==> src/hw/spf_pkg.sv <==
// Shared constants for the self-programming flash control block.
package spf_pkg;

    // Register map and field layout of the control/status register.
    localparam logic [11:0] CTRL_ADDR     = 12'h000;
    localparam int          CTRL_W        = 6;
    localparam int          BIT_ENABLE    = 0;
    localparam int          BIT_ERASE     = 1;
    localparam int          BIT_WRITE     = 2;
    localparam int          BIT_FUSE_RD   = 3;
    localparam int          BIT_CLR_BUF   = 4;
    localparam int          BIT_SIG_RD    = 5;
    localparam int          BIT_RWW_BUSY  = 6;
    localparam logic [5:0]  CTRL_RESET    = 6'h00;

    // Accepted command patterns in the lower six bits.
    localparam logic [5:0]  CMD_SIG_RD    = 6'h21;
    localparam logic [5:0]  CMD_CLR_BUF   = 6'h11;
    localparam logic [5:0]  CMD_FUSE_RD   = 6'h09;
    localparam logic [5:0]  CMD_PG_WRITE  = 6'h05;
    localparam logic [5:0]  CMD_PG_ERASE  = 6'h03;
    localparam logic [5:0]  CMD_BUF_LOAD  = 6'h01;

    // Arming windows in clock cycles after the register write.
    localparam logic [2:0]  ARM_STORE_CYC = 3'h4;
    localparam logic [2:0]  ARM_LOAD_CYC  = 3'h3;

    // Pointer addresses for fuse, lock and signature reads.
    localparam logic [15:0] Z_FUSE_LOW    = 16'h0000;
    localparam logic [15:0] Z_LOCK        = 16'h0001;
    localparam logic [15:0] Z_FUSE_EXT    = 16'h0002;
    localparam logic [15:0] Z_FUSE_HIGH   = 16'h0003;
    localparam logic [15:0] Z_SIG0        = 16'h0000;
    localparam logic [15:0] Z_RC_CAL      = 16'h0001;
    localparam logic [15:0] Z_SIG1        = 16'h0002;
    localparam logic [15:0] Z_TS_OFFSET   = 16'h0003;
    localparam logic [15:0] Z_SIG2        = 16'h0004;
    localparam logic [15:0] Z_TS_GAIN     = 16'h0005;
    localparam logic [7:0]  RESERVED_RD   = 8'h00;

    // Page organisation: word index and page number inside the pointer.
    localparam int          PAGE_WORDS    = 64;
    localparam int          WORD_LSB      = 1;
    localparam int          WORD_W        = 6;
    localparam int          PAGE_LSB      = 7;
    localparam int          PAGE_W        = 9;
    localparam int          BUF_W         = PAGE_WORDS * 16;

    // Flash programming time, minimum figure, rounded up to clock cycles.
    localparam int          CLK_MHZ       = 50;
    localparam int          PROG_MIN_US   = 3700;
    localparam int          PROG_CYC      = PROG_MIN_US * CLK_MHZ;
    localparam int          TMR_W         = 18;

endpackage

==> src/hw/spf_op_if.sv <==
// Handshake between the command logic and the flash operation timer.
`timescale 1ns/1ns
interface spf_op_if;
    logic                        start;
    logic                        isErase;
    logic [spf_pkg::PAGE_W-1:0]  page;
    logic                        eraseOn;
    logic                        writeOn;
    logic [spf_pkg::PAGE_W-1:0]  busyPage;
    logic                        done;

    modport ctl (output start, isErase, page, input eraseOn, writeOn, busyPage, done);
    modport tmr (input start, isErase, page, output eraseOn, writeOn, busyPage, done);
endinterface

==> src/hw/spf_op_timer.sv <==
// Flash erase and write timer; runs on power-on reset only.
`timescale 1ns/1ns
module spf_op_timer #(
    parameter int PROG_CYC = spf_pkg::PROG_CYC
) (
    input  wire logic clk,
    input  wire logic porSync_n,
    spf_op_if.tmr     op
);
    typedef struct packed {
        logic                            eraseOn;
        logic                            writeOn;
        logic [spf_pkg::PAGE_W-1:0]      page;
        logic [spf_pkg::TMR_W-1:0]       cnt;
        logic                            done;
    } spf_tmr_s;

    localparam logic [spf_pkg::TMR_W-1:0] LAST = spf_pkg::TMR_W'(PROG_CYC - 1);

    spf_tmr_s st_r;
    spf_tmr_s st_nxt;

    // A started operation counts out the full time; the system reset does not stop it.
    always_comb
    begin
        st_nxt      = st_r;
        st_nxt.done = 1'b0;
        if (st_r.eraseOn || st_r.writeOn)
        begin
            if (st_r.cnt == LAST)
            begin
                st_nxt.eraseOn = 1'b0;
                st_nxt.writeOn = 1'b0;
                st_nxt.done    = 1'b1;
            end
            else
            begin
                st_nxt.cnt = st_r.cnt + 1'b1;
            end
        end
        else if (op.start)
        begin
            st_nxt.eraseOn = op.isErase;
            st_nxt.writeOn = !op.isErase;
            st_nxt.page    = op.page;
            st_nxt.cnt     = '0;
        end
    end

    // Only the power-on reset clears the timer so writes survive a system reset.
    always_ff @(posedge clk or negedge porSync_n)
    begin
        if (!porSync_n)
            st_r <= '0;
        else
            st_r <= st_nxt;
    end

    assign op.eraseOn  = st_r.eraseOn;
    assign op.writeOn  = st_r.writeOn;
    assign op.busyPage = st_r.page;
    assign op.done     = st_r.done;
endmodule

==> src/hw/spf_flash_ctrl.sv <==
// Self-programming control: command register, page buffer, special reads.
//
// Added by the designer: the placing of the registers and the APB interface to the registers.
`timescale 1ns/1ns
module spf_flash_ctrl #(
    parameter int          PROG_CYC = spf_pkg::PROG_CYC,
    parameter logic [7:0]  SIG_BYTE0 = 8'h11, // Arbitrary identification value.
    parameter logic [7:0]  SIG_BYTE1 = 8'h22, // Arbitrary identification value.
    parameter logic [7:0]  SIG_BYTE2 = 8'h33  // Arbitrary identification value.
) (
    input  wire logic                              clk,
    input  wire logic                              rst_n,
    input  wire logic                              por_n,
    input  wire logic                              psel,
    input  wire logic                              penable,
    input  wire logic                              pwrite,
    input  wire logic [11:0]                       paddr,
    input  wire logic [31:0]                       pwdata,
    output logic                                   pready,
    output logic [31:0]                            prdata,
    output logic                                   pslverr,
    input  wire logic                              spmStrobe,
    input  wire logic                              lpmStrobe,
    input  wire logic [15:0]                       zPtr,
    input  wire logic [15:0]                       spmData,
    input  wire logic                              eeprom_write_busy,
    input  wire logic [7:0]                        fuseLowProg,
    input  wire logic [7:0]                        fuseHighProg,
    input  wire logic [7:0]                        fuseExtProg,
    input  wire logic [7:0]                        lockProg,
    input  wire logic [7:0]                        rcCalByte,
    input  wire logic [7:0]                        temp_sensor_offset,
    input  wire logic [7:0]                        temp_sensor_gain,
    output logic                                   lpmOverride,
    output logic [7:0]                             lpmData,
    output logic                                   cpuHalt,
    output logic                                   flashEraseReq,
    output logic                                   flashWriteReq,
    output logic [spf_pkg::PAGE_W-1:0]             flashPage,
    output logic [spf_pkg::BUF_W-1:0]              pageBuffer
);
    typedef struct packed {
        logic [spf_pkg::CTRL_W-1:0]   ctrl;
        logic [2:0]                   armCnt;
        logic                         opWait;
        logic [spf_pkg::BUF_W-1:0]    buf_;
        logic [spf_pkg::PAGE_WORDS-1:0] loaded;
        logic                         lpmHit;
        logic [7:0]                   lpmData;
        logic                         halt;
        logic                         start;
        logic                         isErase;
        logic [spf_pkg::PAGE_W-1:0]   page;
        logic                         pready;
        logic [31:0]                  prdata;
        logic                         pslverr;
    } spf_state_s;

    spf_state_s       st_r;
    spf_state_s       st_nxt;
    logic [1:0]       rstSync_r;
    logic [1:0]       porSync_r;
    logic             rstQ_n;
    logic             apbAccess;
    logic             apbHit;
    logic             cmdValid;
    logic             opBusy;
    logic             lpmWindow;
    logic [7:0]       fuseByte;
    logic [7:0]       sigByte;
    logic [spf_pkg::WORD_W-1:0] wordIdx;

    spf_op_if opIf ();

    spf_op_timer #(
        .PROG_CYC (PROG_CYC)
    ) u_timer (
        .clk       (clk),
        .porSync_n (porSync_r[1]),
        .op        (opIf.tmr)
    );

    // Reset release through two flops for both system and power-on reset.
    always_ff @(posedge clk or negedge rst_n)
    begin
        if (!rst_n)
            rstSync_r <= 2'h0;
        else
            rstSync_r <= {rstSync_r[0], 1'b1};
    end

    always_ff @(posedge clk or negedge por_n)
    begin
        if (!por_n)
            porSync_r <= 2'h0;
        else
            porSync_r <= {porSync_r[0], 1'b1};
    end

    assign rstQ_n = rstSync_r[1];

    // Decode helpers for the bus, pointer and special read sources.
    assign apbAccess = psel && penable && st_r.pready;
    assign apbHit    = paddr == spf_pkg::CTRL_ADDR;
    assign opBusy    = opIf.eraseOn || opIf.writeOn;
    assign wordIdx   = zPtr[spf_pkg::WORD_LSB +: spf_pkg::WORD_W];
    assign lpmWindow = st_r.armCnt > (spf_pkg::ARM_STORE_CYC - spf_pkg::ARM_LOAD_CYC);
    assign cmdValid  = pwdata[5:0] == spf_pkg::CMD_SIG_RD   ||
                       pwdata[5:0] == spf_pkg::CMD_CLR_BUF  ||
                       pwdata[5:0] == spf_pkg::CMD_FUSE_RD  ||
                       pwdata[5:0] == spf_pkg::CMD_PG_WRITE ||
                       pwdata[5:0] == spf_pkg::CMD_PG_ERASE ||
                       pwdata[5:0] == spf_pkg::CMD_BUF_LOAD;

    // Fuse and lock sources are returned inverted so programmed bits read zero.
    always_comb
    begin
        case (zPtr)
            spf_pkg::Z_FUSE_LOW:  fuseByte = ~fuseLowProg;
            spf_pkg::Z_LOCK:      fuseByte = ~lockProg;
            spf_pkg::Z_FUSE_EXT:  fuseByte = ~fuseExtProg;
            spf_pkg::Z_FUSE_HIGH: fuseByte = ~fuseHighProg;
            default:              fuseByte = spf_pkg::RESERVED_RD;
        endcase
    end

    // Signature row map.
    always_comb
    begin
        case (zPtr)
            spf_pkg::Z_SIG0:      sigByte = SIG_BYTE0;
            spf_pkg::Z_SIG1:      sigByte = SIG_BYTE1;
            spf_pkg::Z_SIG2:      sigByte = SIG_BYTE2;
            spf_pkg::Z_RC_CAL:    sigByte = rcCalByte;
            spf_pkg::Z_TS_OFFSET: sigByte = temp_sensor_offset;
            spf_pkg::Z_TS_GAIN:   sigByte = temp_sensor_gain;
            default:              sigByte = spf_pkg::RESERVED_RD;
        endcase
    end

    // Next-state logic: bus slave, arming window, store and load handling.
    always_comb
    begin
        st_nxt         = st_r;
        st_nxt.start   = 1'b0;
        st_nxt.lpmHit  = 1'b0;
        st_nxt.pready  = psel && penable && !st_r.pready;
        st_nxt.pslverr = 1'b0;

        // Arming window runs down and drops the whole command on expiry.
        if (st_r.armCnt != 3'h0)
        begin
            st_nxt.armCnt = st_r.armCnt - 3'h1;
            if (st_r.armCnt == 3'h1)
                st_nxt.ctrl = spf_pkg::CTRL_RESET;
        end

        // Store instruction inside the window consumes an armed command other than a fuse or signature read.
        if (spmStrobe && st_r.armCnt != 3'h0)
        begin
            case (st_r.ctrl)
                spf_pkg::CMD_BUF_LOAD:
                begin
                    if (!st_r.loaded[wordIdx])
                    begin
                        st_nxt.buf_[wordIdx*16 +: 16] = spmData;
                        st_nxt.loaded[wordIdx]        = 1'b1;
                    end
                    st_nxt.ctrl   = spf_pkg::CTRL_RESET;
                    st_nxt.armCnt = 3'h0;
                end
                spf_pkg::CMD_PG_ERASE,
                spf_pkg::CMD_PG_WRITE:
                begin
                    st_nxt.start   = 1'b1;
                    st_nxt.ctrl    = st_r.ctrl;
                    st_nxt.isErase = st_r.ctrl[spf_pkg::BIT_ERASE];
                    st_nxt.page    = zPtr[spf_pkg::PAGE_LSB +: spf_pkg::PAGE_W];
                    st_nxt.halt    = 1'b1;
                    st_nxt.opWait  = 1'b1;
                    st_nxt.armCnt  = 3'h0;
                end
                spf_pkg::CMD_CLR_BUF:
                begin
                    st_nxt.ctrl   = spf_pkg::CTRL_RESET;
                    st_nxt.armCnt = 3'h0;
                end
                default:
                begin
                    // A store during a read command has no effect; the window still runs out.
                end
            endcase
        end

        // Load instruction inside the shorter window returns a special byte.
        if (lpmStrobe && lpmWindow &&
            (st_r.ctrl == spf_pkg::CMD_FUSE_RD || st_r.ctrl == spf_pkg::CMD_SIG_RD))
        begin
            st_nxt.lpmHit  = 1'b1;
            st_nxt.lpmData = st_r.ctrl[spf_pkg::BIT_SIG_RD] ? sigByte : fuseByte;
            st_nxt.ctrl    = spf_pkg::CTRL_RESET;
            st_nxt.armCnt  = 3'h0;
        end

        // End of erase or write releases the CPU and the command bits.
        if (st_r.opWait && opIf.done)
        begin
            st_nxt.opWait = 1'b0;
            st_nxt.halt   = 1'b0;
            st_nxt.ctrl   = spf_pkg::CTRL_RESET;
            if (!st_r.isErase)
            begin
                st_nxt.buf_   = '0;
                st_nxt.loaded = '0;
            end
        end

        // An EEPROM write during page loading loses the loaded data.
        if (eeprom_write_busy && st_r.loaded != '0)
        begin
            st_nxt.buf_   = '0;
            st_nxt.loaded = '0;
        end

        // Bus access: register write arms a command, read shows live status.
        if (st_nxt.pready)
        begin
            st_nxt.prdata = '0;
            st_nxt.pslverr = !apbHit;
            if (apbHit && !pwrite)
            begin
                st_nxt.prdata[spf_pkg::CTRL_W-1:0]     = st_r.ctrl;
                st_nxt.prdata[spf_pkg::BIT_ENABLE]     = st_r.ctrl[spf_pkg::BIT_ENABLE] ||
                                                         opBusy;
                st_nxt.prdata[spf_pkg::BIT_RWW_BUSY]   = 1'b0;
            end
        end
        if (apbAccess && apbHit && pwrite && cmdValid &&
            !eeprom_write_busy &&
            !st_r.opWait && !opBusy)
        begin
            st_nxt.ctrl   = pwdata[spf_pkg::CTRL_W-1:0];
            st_nxt.armCnt = spf_pkg::ARM_STORE_CYC;
            if (pwdata[5:0] == spf_pkg::CMD_CLR_BUF)
            begin
                st_nxt.buf_   = '0;
                st_nxt.loaded = '0;
            end
        end
    end

    // State register on the released system reset; page buffer clears too.
    always_ff @(posedge clk or negedge rstQ_n)
    begin
        if (!rstQ_n)
            st_r <= '0;
        else
            st_r <= st_nxt;
    end

    assign opIf.start   = st_r.start;
    assign opIf.isErase = st_r.isErase;
    assign opIf.page    = st_r.page;

    // Outputs straight from flops.
    assign pready        = st_r.pready;
    assign prdata        = st_r.prdata;
    assign pslverr       = st_r.pslverr;
    assign lpmOverride   = st_r.lpmHit;
    assign lpmData       = st_r.lpmData;
    assign cpuHalt       = st_r.halt;
    assign flashEraseReq = opIf.eraseOn;
    assign flashWriteReq = opIf.writeOn;
    assign flashPage     = opIf.busyPage;
    assign pageBuffer    = st_r.buf_;
endmodule

==> config.mk <==
export PLATFORM = sky130hd
export DESIGN_NAME = spf_flash_ctrl
export DESIGN_NICKNAME = d
export VERILOG_FILES = /design/src/hw/spf_pkg.sv /design/src/hw/spf_op_if.sv /design/src/hw/spf_op_timer.sv /design/src/hw/spf_flash_ctrl.sv
export SDC_FILE = /design/constraint.sdc
export NUM_CORES = 2
export LEC_CHECK = 0
export ABC_AREA = 0
export BUFFER_PORTS_ARGS = -buffer_cell sky130_fd_sc_hd__buf_2
export CORE_AREA = 2 2 470 472
export CTS_CLUSTER_DIAMETER = 120
export DETAILED_ROUTE_END_ITERATION = 12
export DIE_AREA = 0 0 472 474
export PLACE_DENSITY = 0.48
export SYNTH_ARGS = -nofsm -noshare
export SYNTH_HDL_FRONTEND = slang
export SYNTH_HIERARCHICAL = 1
export SYNTH_SLANG_ARGS = --single-unit
==> constraint.sdc <==
create_clock -name clk -period 93.2 [get_ports clk]
set_input_delay 4.66 -clock clk [delete_from_list [all_inputs] [get_ports clk]]
set_output_delay 4.66 -clock clk [all_outputs]
set_load 0.02 [all_outputs]
==> summary.txt <==
Layout
  • Final Non-Filler Cells: 9509
  • Syn-to-layout area delta: 9.541%
  • Commonest non-fill, non-tap cell in the layout: buf_2
  • Net count, final: 6639
  • Final Cell Area: 0.06753 mm²
  • Share of layout cells above drive strength 1: 0.2570
  • Layout Utilization: 0.3088
  • Most frequent cells in the layout: buf_2, dfrtp_1, a21oi_1, o21ai_0, nand2_1

Die
  • Std-Cell Rows: 172
  • Initial Util: 0.2819
  • Die width: 472 µm
  • CORE AREA: 0.2187 mm²
  • Die area: 0.2237 mm²
  • I/O pins: 1220
  • Die Height: 474 µm

Yosys
  • Syn Inst Count: 6611
  • Post-synthesis register bit count: 1161
  • Ys flop type: dfrtp_1
  • Number of enable flip-flop cells after synthesis: 0
  • Seq/Total Area, Yosys: 0.4713
  • Netlist Area Pre-Place: 0.06165 mm²
  • Yosys Warn Count: 6
  • Synthesized area per cell: 9.325 µm²
  • Unique masters post-synth: 81
  • Asr flop ratio synth: 1.000

STA
  • Tmin final: 10400 ps
  • Normalized max-slew margin: 0.02867
  • Final setup TNS: 0 ps
  • Fmax achieved: 96.18 MHz
  • Fin. max-slew vios: 0
  • Worst-Margin Slew: 1452 ps
  • RSZ-0062 raised after global routing: false
  • Final Hold Viols: 0
  • Period Utilization, post-route: 0.1116
  • Final setup fails: 0
  • Setup Skew: 37.99 ps

Clock tree
  • H-Tree Depth: 4
  • # hold bufs at CTS: 0
  • Latest clock arrival within the worst-skew pair: 820 ps
  • CTS Buf Count: 144
  • Clock Tree Root: clkbuf_16
  • Max Root-Sink Buffers: 3
  • TritonCTS clock tree: yes
  • Cts repair resizes: 0
  • Clk pin slew, worst setup/hold paths: 60 ps
  • CTS sink cnt: 1161
  • Post-CTS Setup Bufs: 0

Power and ir drop
  • PD cells: 17.35 mW/mm²
  • Static Leak: 32.83 nW
  • Total power: 1.172 mW
  • VDD IR-drop max: 18.79 µV

Critical path
  • Crit end category: flop
  • Crit path required time: 93890 ps
  • Kind of critical path: input port to flop
  • CP startpoint kind: input port
  • Crit path max fanout: 115
  • Crit path DAT: 11080 ps

Drt
  • Drt first pass iters: 6
  • Initial DRC Count: 5460
  • Routed via count: 52620
  • Final WL: 324900 µm
  • Vias per std cell: 5.534
  • Post-route antenna net violation count: 0
  • DR WL/cell: 34.17 µm
  • Post-route DRC: 0

GRT
  • Global-route usage over all layers: 0.2789
  • Antenna violations before repair: 57
  • Total gr overflow: 0
  • First-pass GRT wire length: 436300 µm
  • Vias in the first global route: 50516
  • Largest net degree at the start of global routing: 167

Run
  • Max-Cap Viols: 0

Placement
  • GPL Wtd Cong: 0.9018
  • Dpl cells: 9216
  • Placed inst area: 0.06263 mm²
  • Port Buffers: 1167
  • Post-DP HPWL: 229800 µm

Run status
  • Status: finished, final reports clean

Min path
  • HP Class: flop to async pin
==> cell type report <==
cell class | count | area, µm²
antenna | 39 | 97.59
clock buffer | 206 | 4140
clock inverter | 47 | 654.4
fill | 23187 | 151100
inverter | 33 | 123.9
multi-input combinational | 3823 | 22720
sequential | 1161 | 29060
tap | 2871 | 3592
timing repair buffer | 1329 | 7148
==> power breakdown <==
part           switching, mW  internal, mW  total, mW
Sequential           0.00120         0.505      0.506
Clock                  0.246         0.334      0.580
Combinational         0.0736        0.0117     0.0854
Total                  0.321         0.851       1.17
==> metal layers <==
layer / vias up / wire length [µm] / GRT usage
met4: 8 / 18580 / 0.1485
met1: 26977 / 133700 / 0.3573
met3: 606 / 29460 / 0.08282
met5: - / 49 / 0
met2: 2855 / 143100 / 0.4222
li1: 22174 / - / -
==> critical path: stages <==
cell and delay, ps:
buf_2 150, buf_4 620, inv_1 640, nor3_1 330
o41a_1 210, o22a_1 260, or4_4 510, buf_4 460
buf_4 690, buf_4 860, buf_4 710, nor2_1 460
o32ai_1 280
==> sequential cells by signal, summed over array words and instances, names as in the netlist <==
name                 flops
pageBuffer            1024
opIf.isErase             1
prdata                   6
opIf.start               1
cpuHalt                  1
porSync_r                2
u_timer/st_r            18
opIf.page                9
pslverr                  1
lpmOverride              1
pready                   1
rstSync_r                2
u_timer/op.writeOn       1
u_timer/op.done          1
lpmData                  8
u_timer/op.eraseOn       1
st_r                    74
u_timer/op.busyPage      9
==> stage by stage <==
stage / worst slack (ps) / hold WS (ps)
after floorplan: 59400 / 331.2
after global placement: 82260 / 172.2
after detailed placement: 82180 / 170.9
after CTS: 83070 / 177.4
after global routing: 82610 / 199.9
final: 82800 / 152.4
==> cells in the mapped netlist, types with 10 or more instances <==
| cell type | count | area [µm²] |
|---|---|---|
| or3_1 | 127 | 794.5 |
| nand3b_1 | 13 | 97.59 |
| nor3_2 | 14 | 140.1 |
| o41ai_1 | 20 | 175.2 |
| a22o_1 | 143 | 1252 |
| o31ai_1 | 26 | 195.2 |
| nor2b_1 | 23 | 143.9 |
| dfrtp_1 | 1161 | 29050 |
| buf_4 | 1074 | 8063 |
| nand3_1 | 138 | 690.7 |
| nand2_1 | 519 | 1948 |
| o32ai_1 | 10 | 87.58 |
| buf_6 | 11 | 123.9 |
| buf_1 | 31 | 116.4 |
| o221ai_1 | 10 | 87.58 |
| o21ai_0 | 537 | 2688 |
| and2_1 | 49 | 306.5 |
| buf_2 | 82 | 410.4 |
| inv_1 | 33 | 123.9 |
| or4_1 | 122 | 915.9 |
| a31oi_1 | 23 | 143.9 |
| o22ai_1 | 30 | 187.7 |
| mux2i_1 | 247 | 2472 |
| mux2_2 | 23 | 259.0 |
| nor3_1 | 69 | 345.3 |
| a21oi_1 | 616 | 3083 |
| nor2_1 | 393 | 1475 |
| or2_2 | 26 | 162.7 |
| nand2b_1 | 10 | 62.56 |
| a32o_1 | 12 | 120.1 |
| and3_1 | 34 | 212.7 |
| o2bb2ai_1 | 50 | 437.9 |
| nand4_1 | 316 | 1977 |
| clkbuf_1 | 422 | 1584 |
| o211ai_1 | 33 | 247.7 |
| nor4_1 | 34 | 212.7 |
==> worst paths after layout <==
path                                         from                            endpoint  slack [ps]  cells past startpoint
max in group asynchronous  rstSync_r[1]$_DFF_PN0_           pageBuffer[291]$_DFF_PN0_       87940                      5
setup / recovery                          zPtr[1]            pageBuffer[71]$_DFF_PN0_       82800                     13
min in group clk           porSync_r[0]$_DFF_PN0_              porSync_r[1]$_DFF_PN0_         350                      0
setup reg to reg              st_r[102]$_DFF_PN0_            pageBuffer[71]$_DFF_PN0_       87490                     12
hold reg to reg            porSync_r[1]$_DFF_PN0_  u_timer/op.busyPage[4]$_DFFE_PN0P_         150                      0
hold / removal             porSync_r[1]$_DFF_PN0_  u_timer/op.busyPage[4]$_DFFE_PN0P_         150                      0
==> kinds of logic (layout without fill, tap and decap cells) <==
logic type	after synthesis	count (layout)	synth area share
mux	272	272	0.04504
flops	1161	1161	0.4713
compound gates	1585	1585	0.1517
buf+inv	1653	1615	0.1690
other cells	2	67	0.0001218
simple gates	1920	1920	0.1598
xor+xnor	9	9	0.001279
fa+ha+maj	9	9	0.001705
Power figures use the tool's default switching activity.
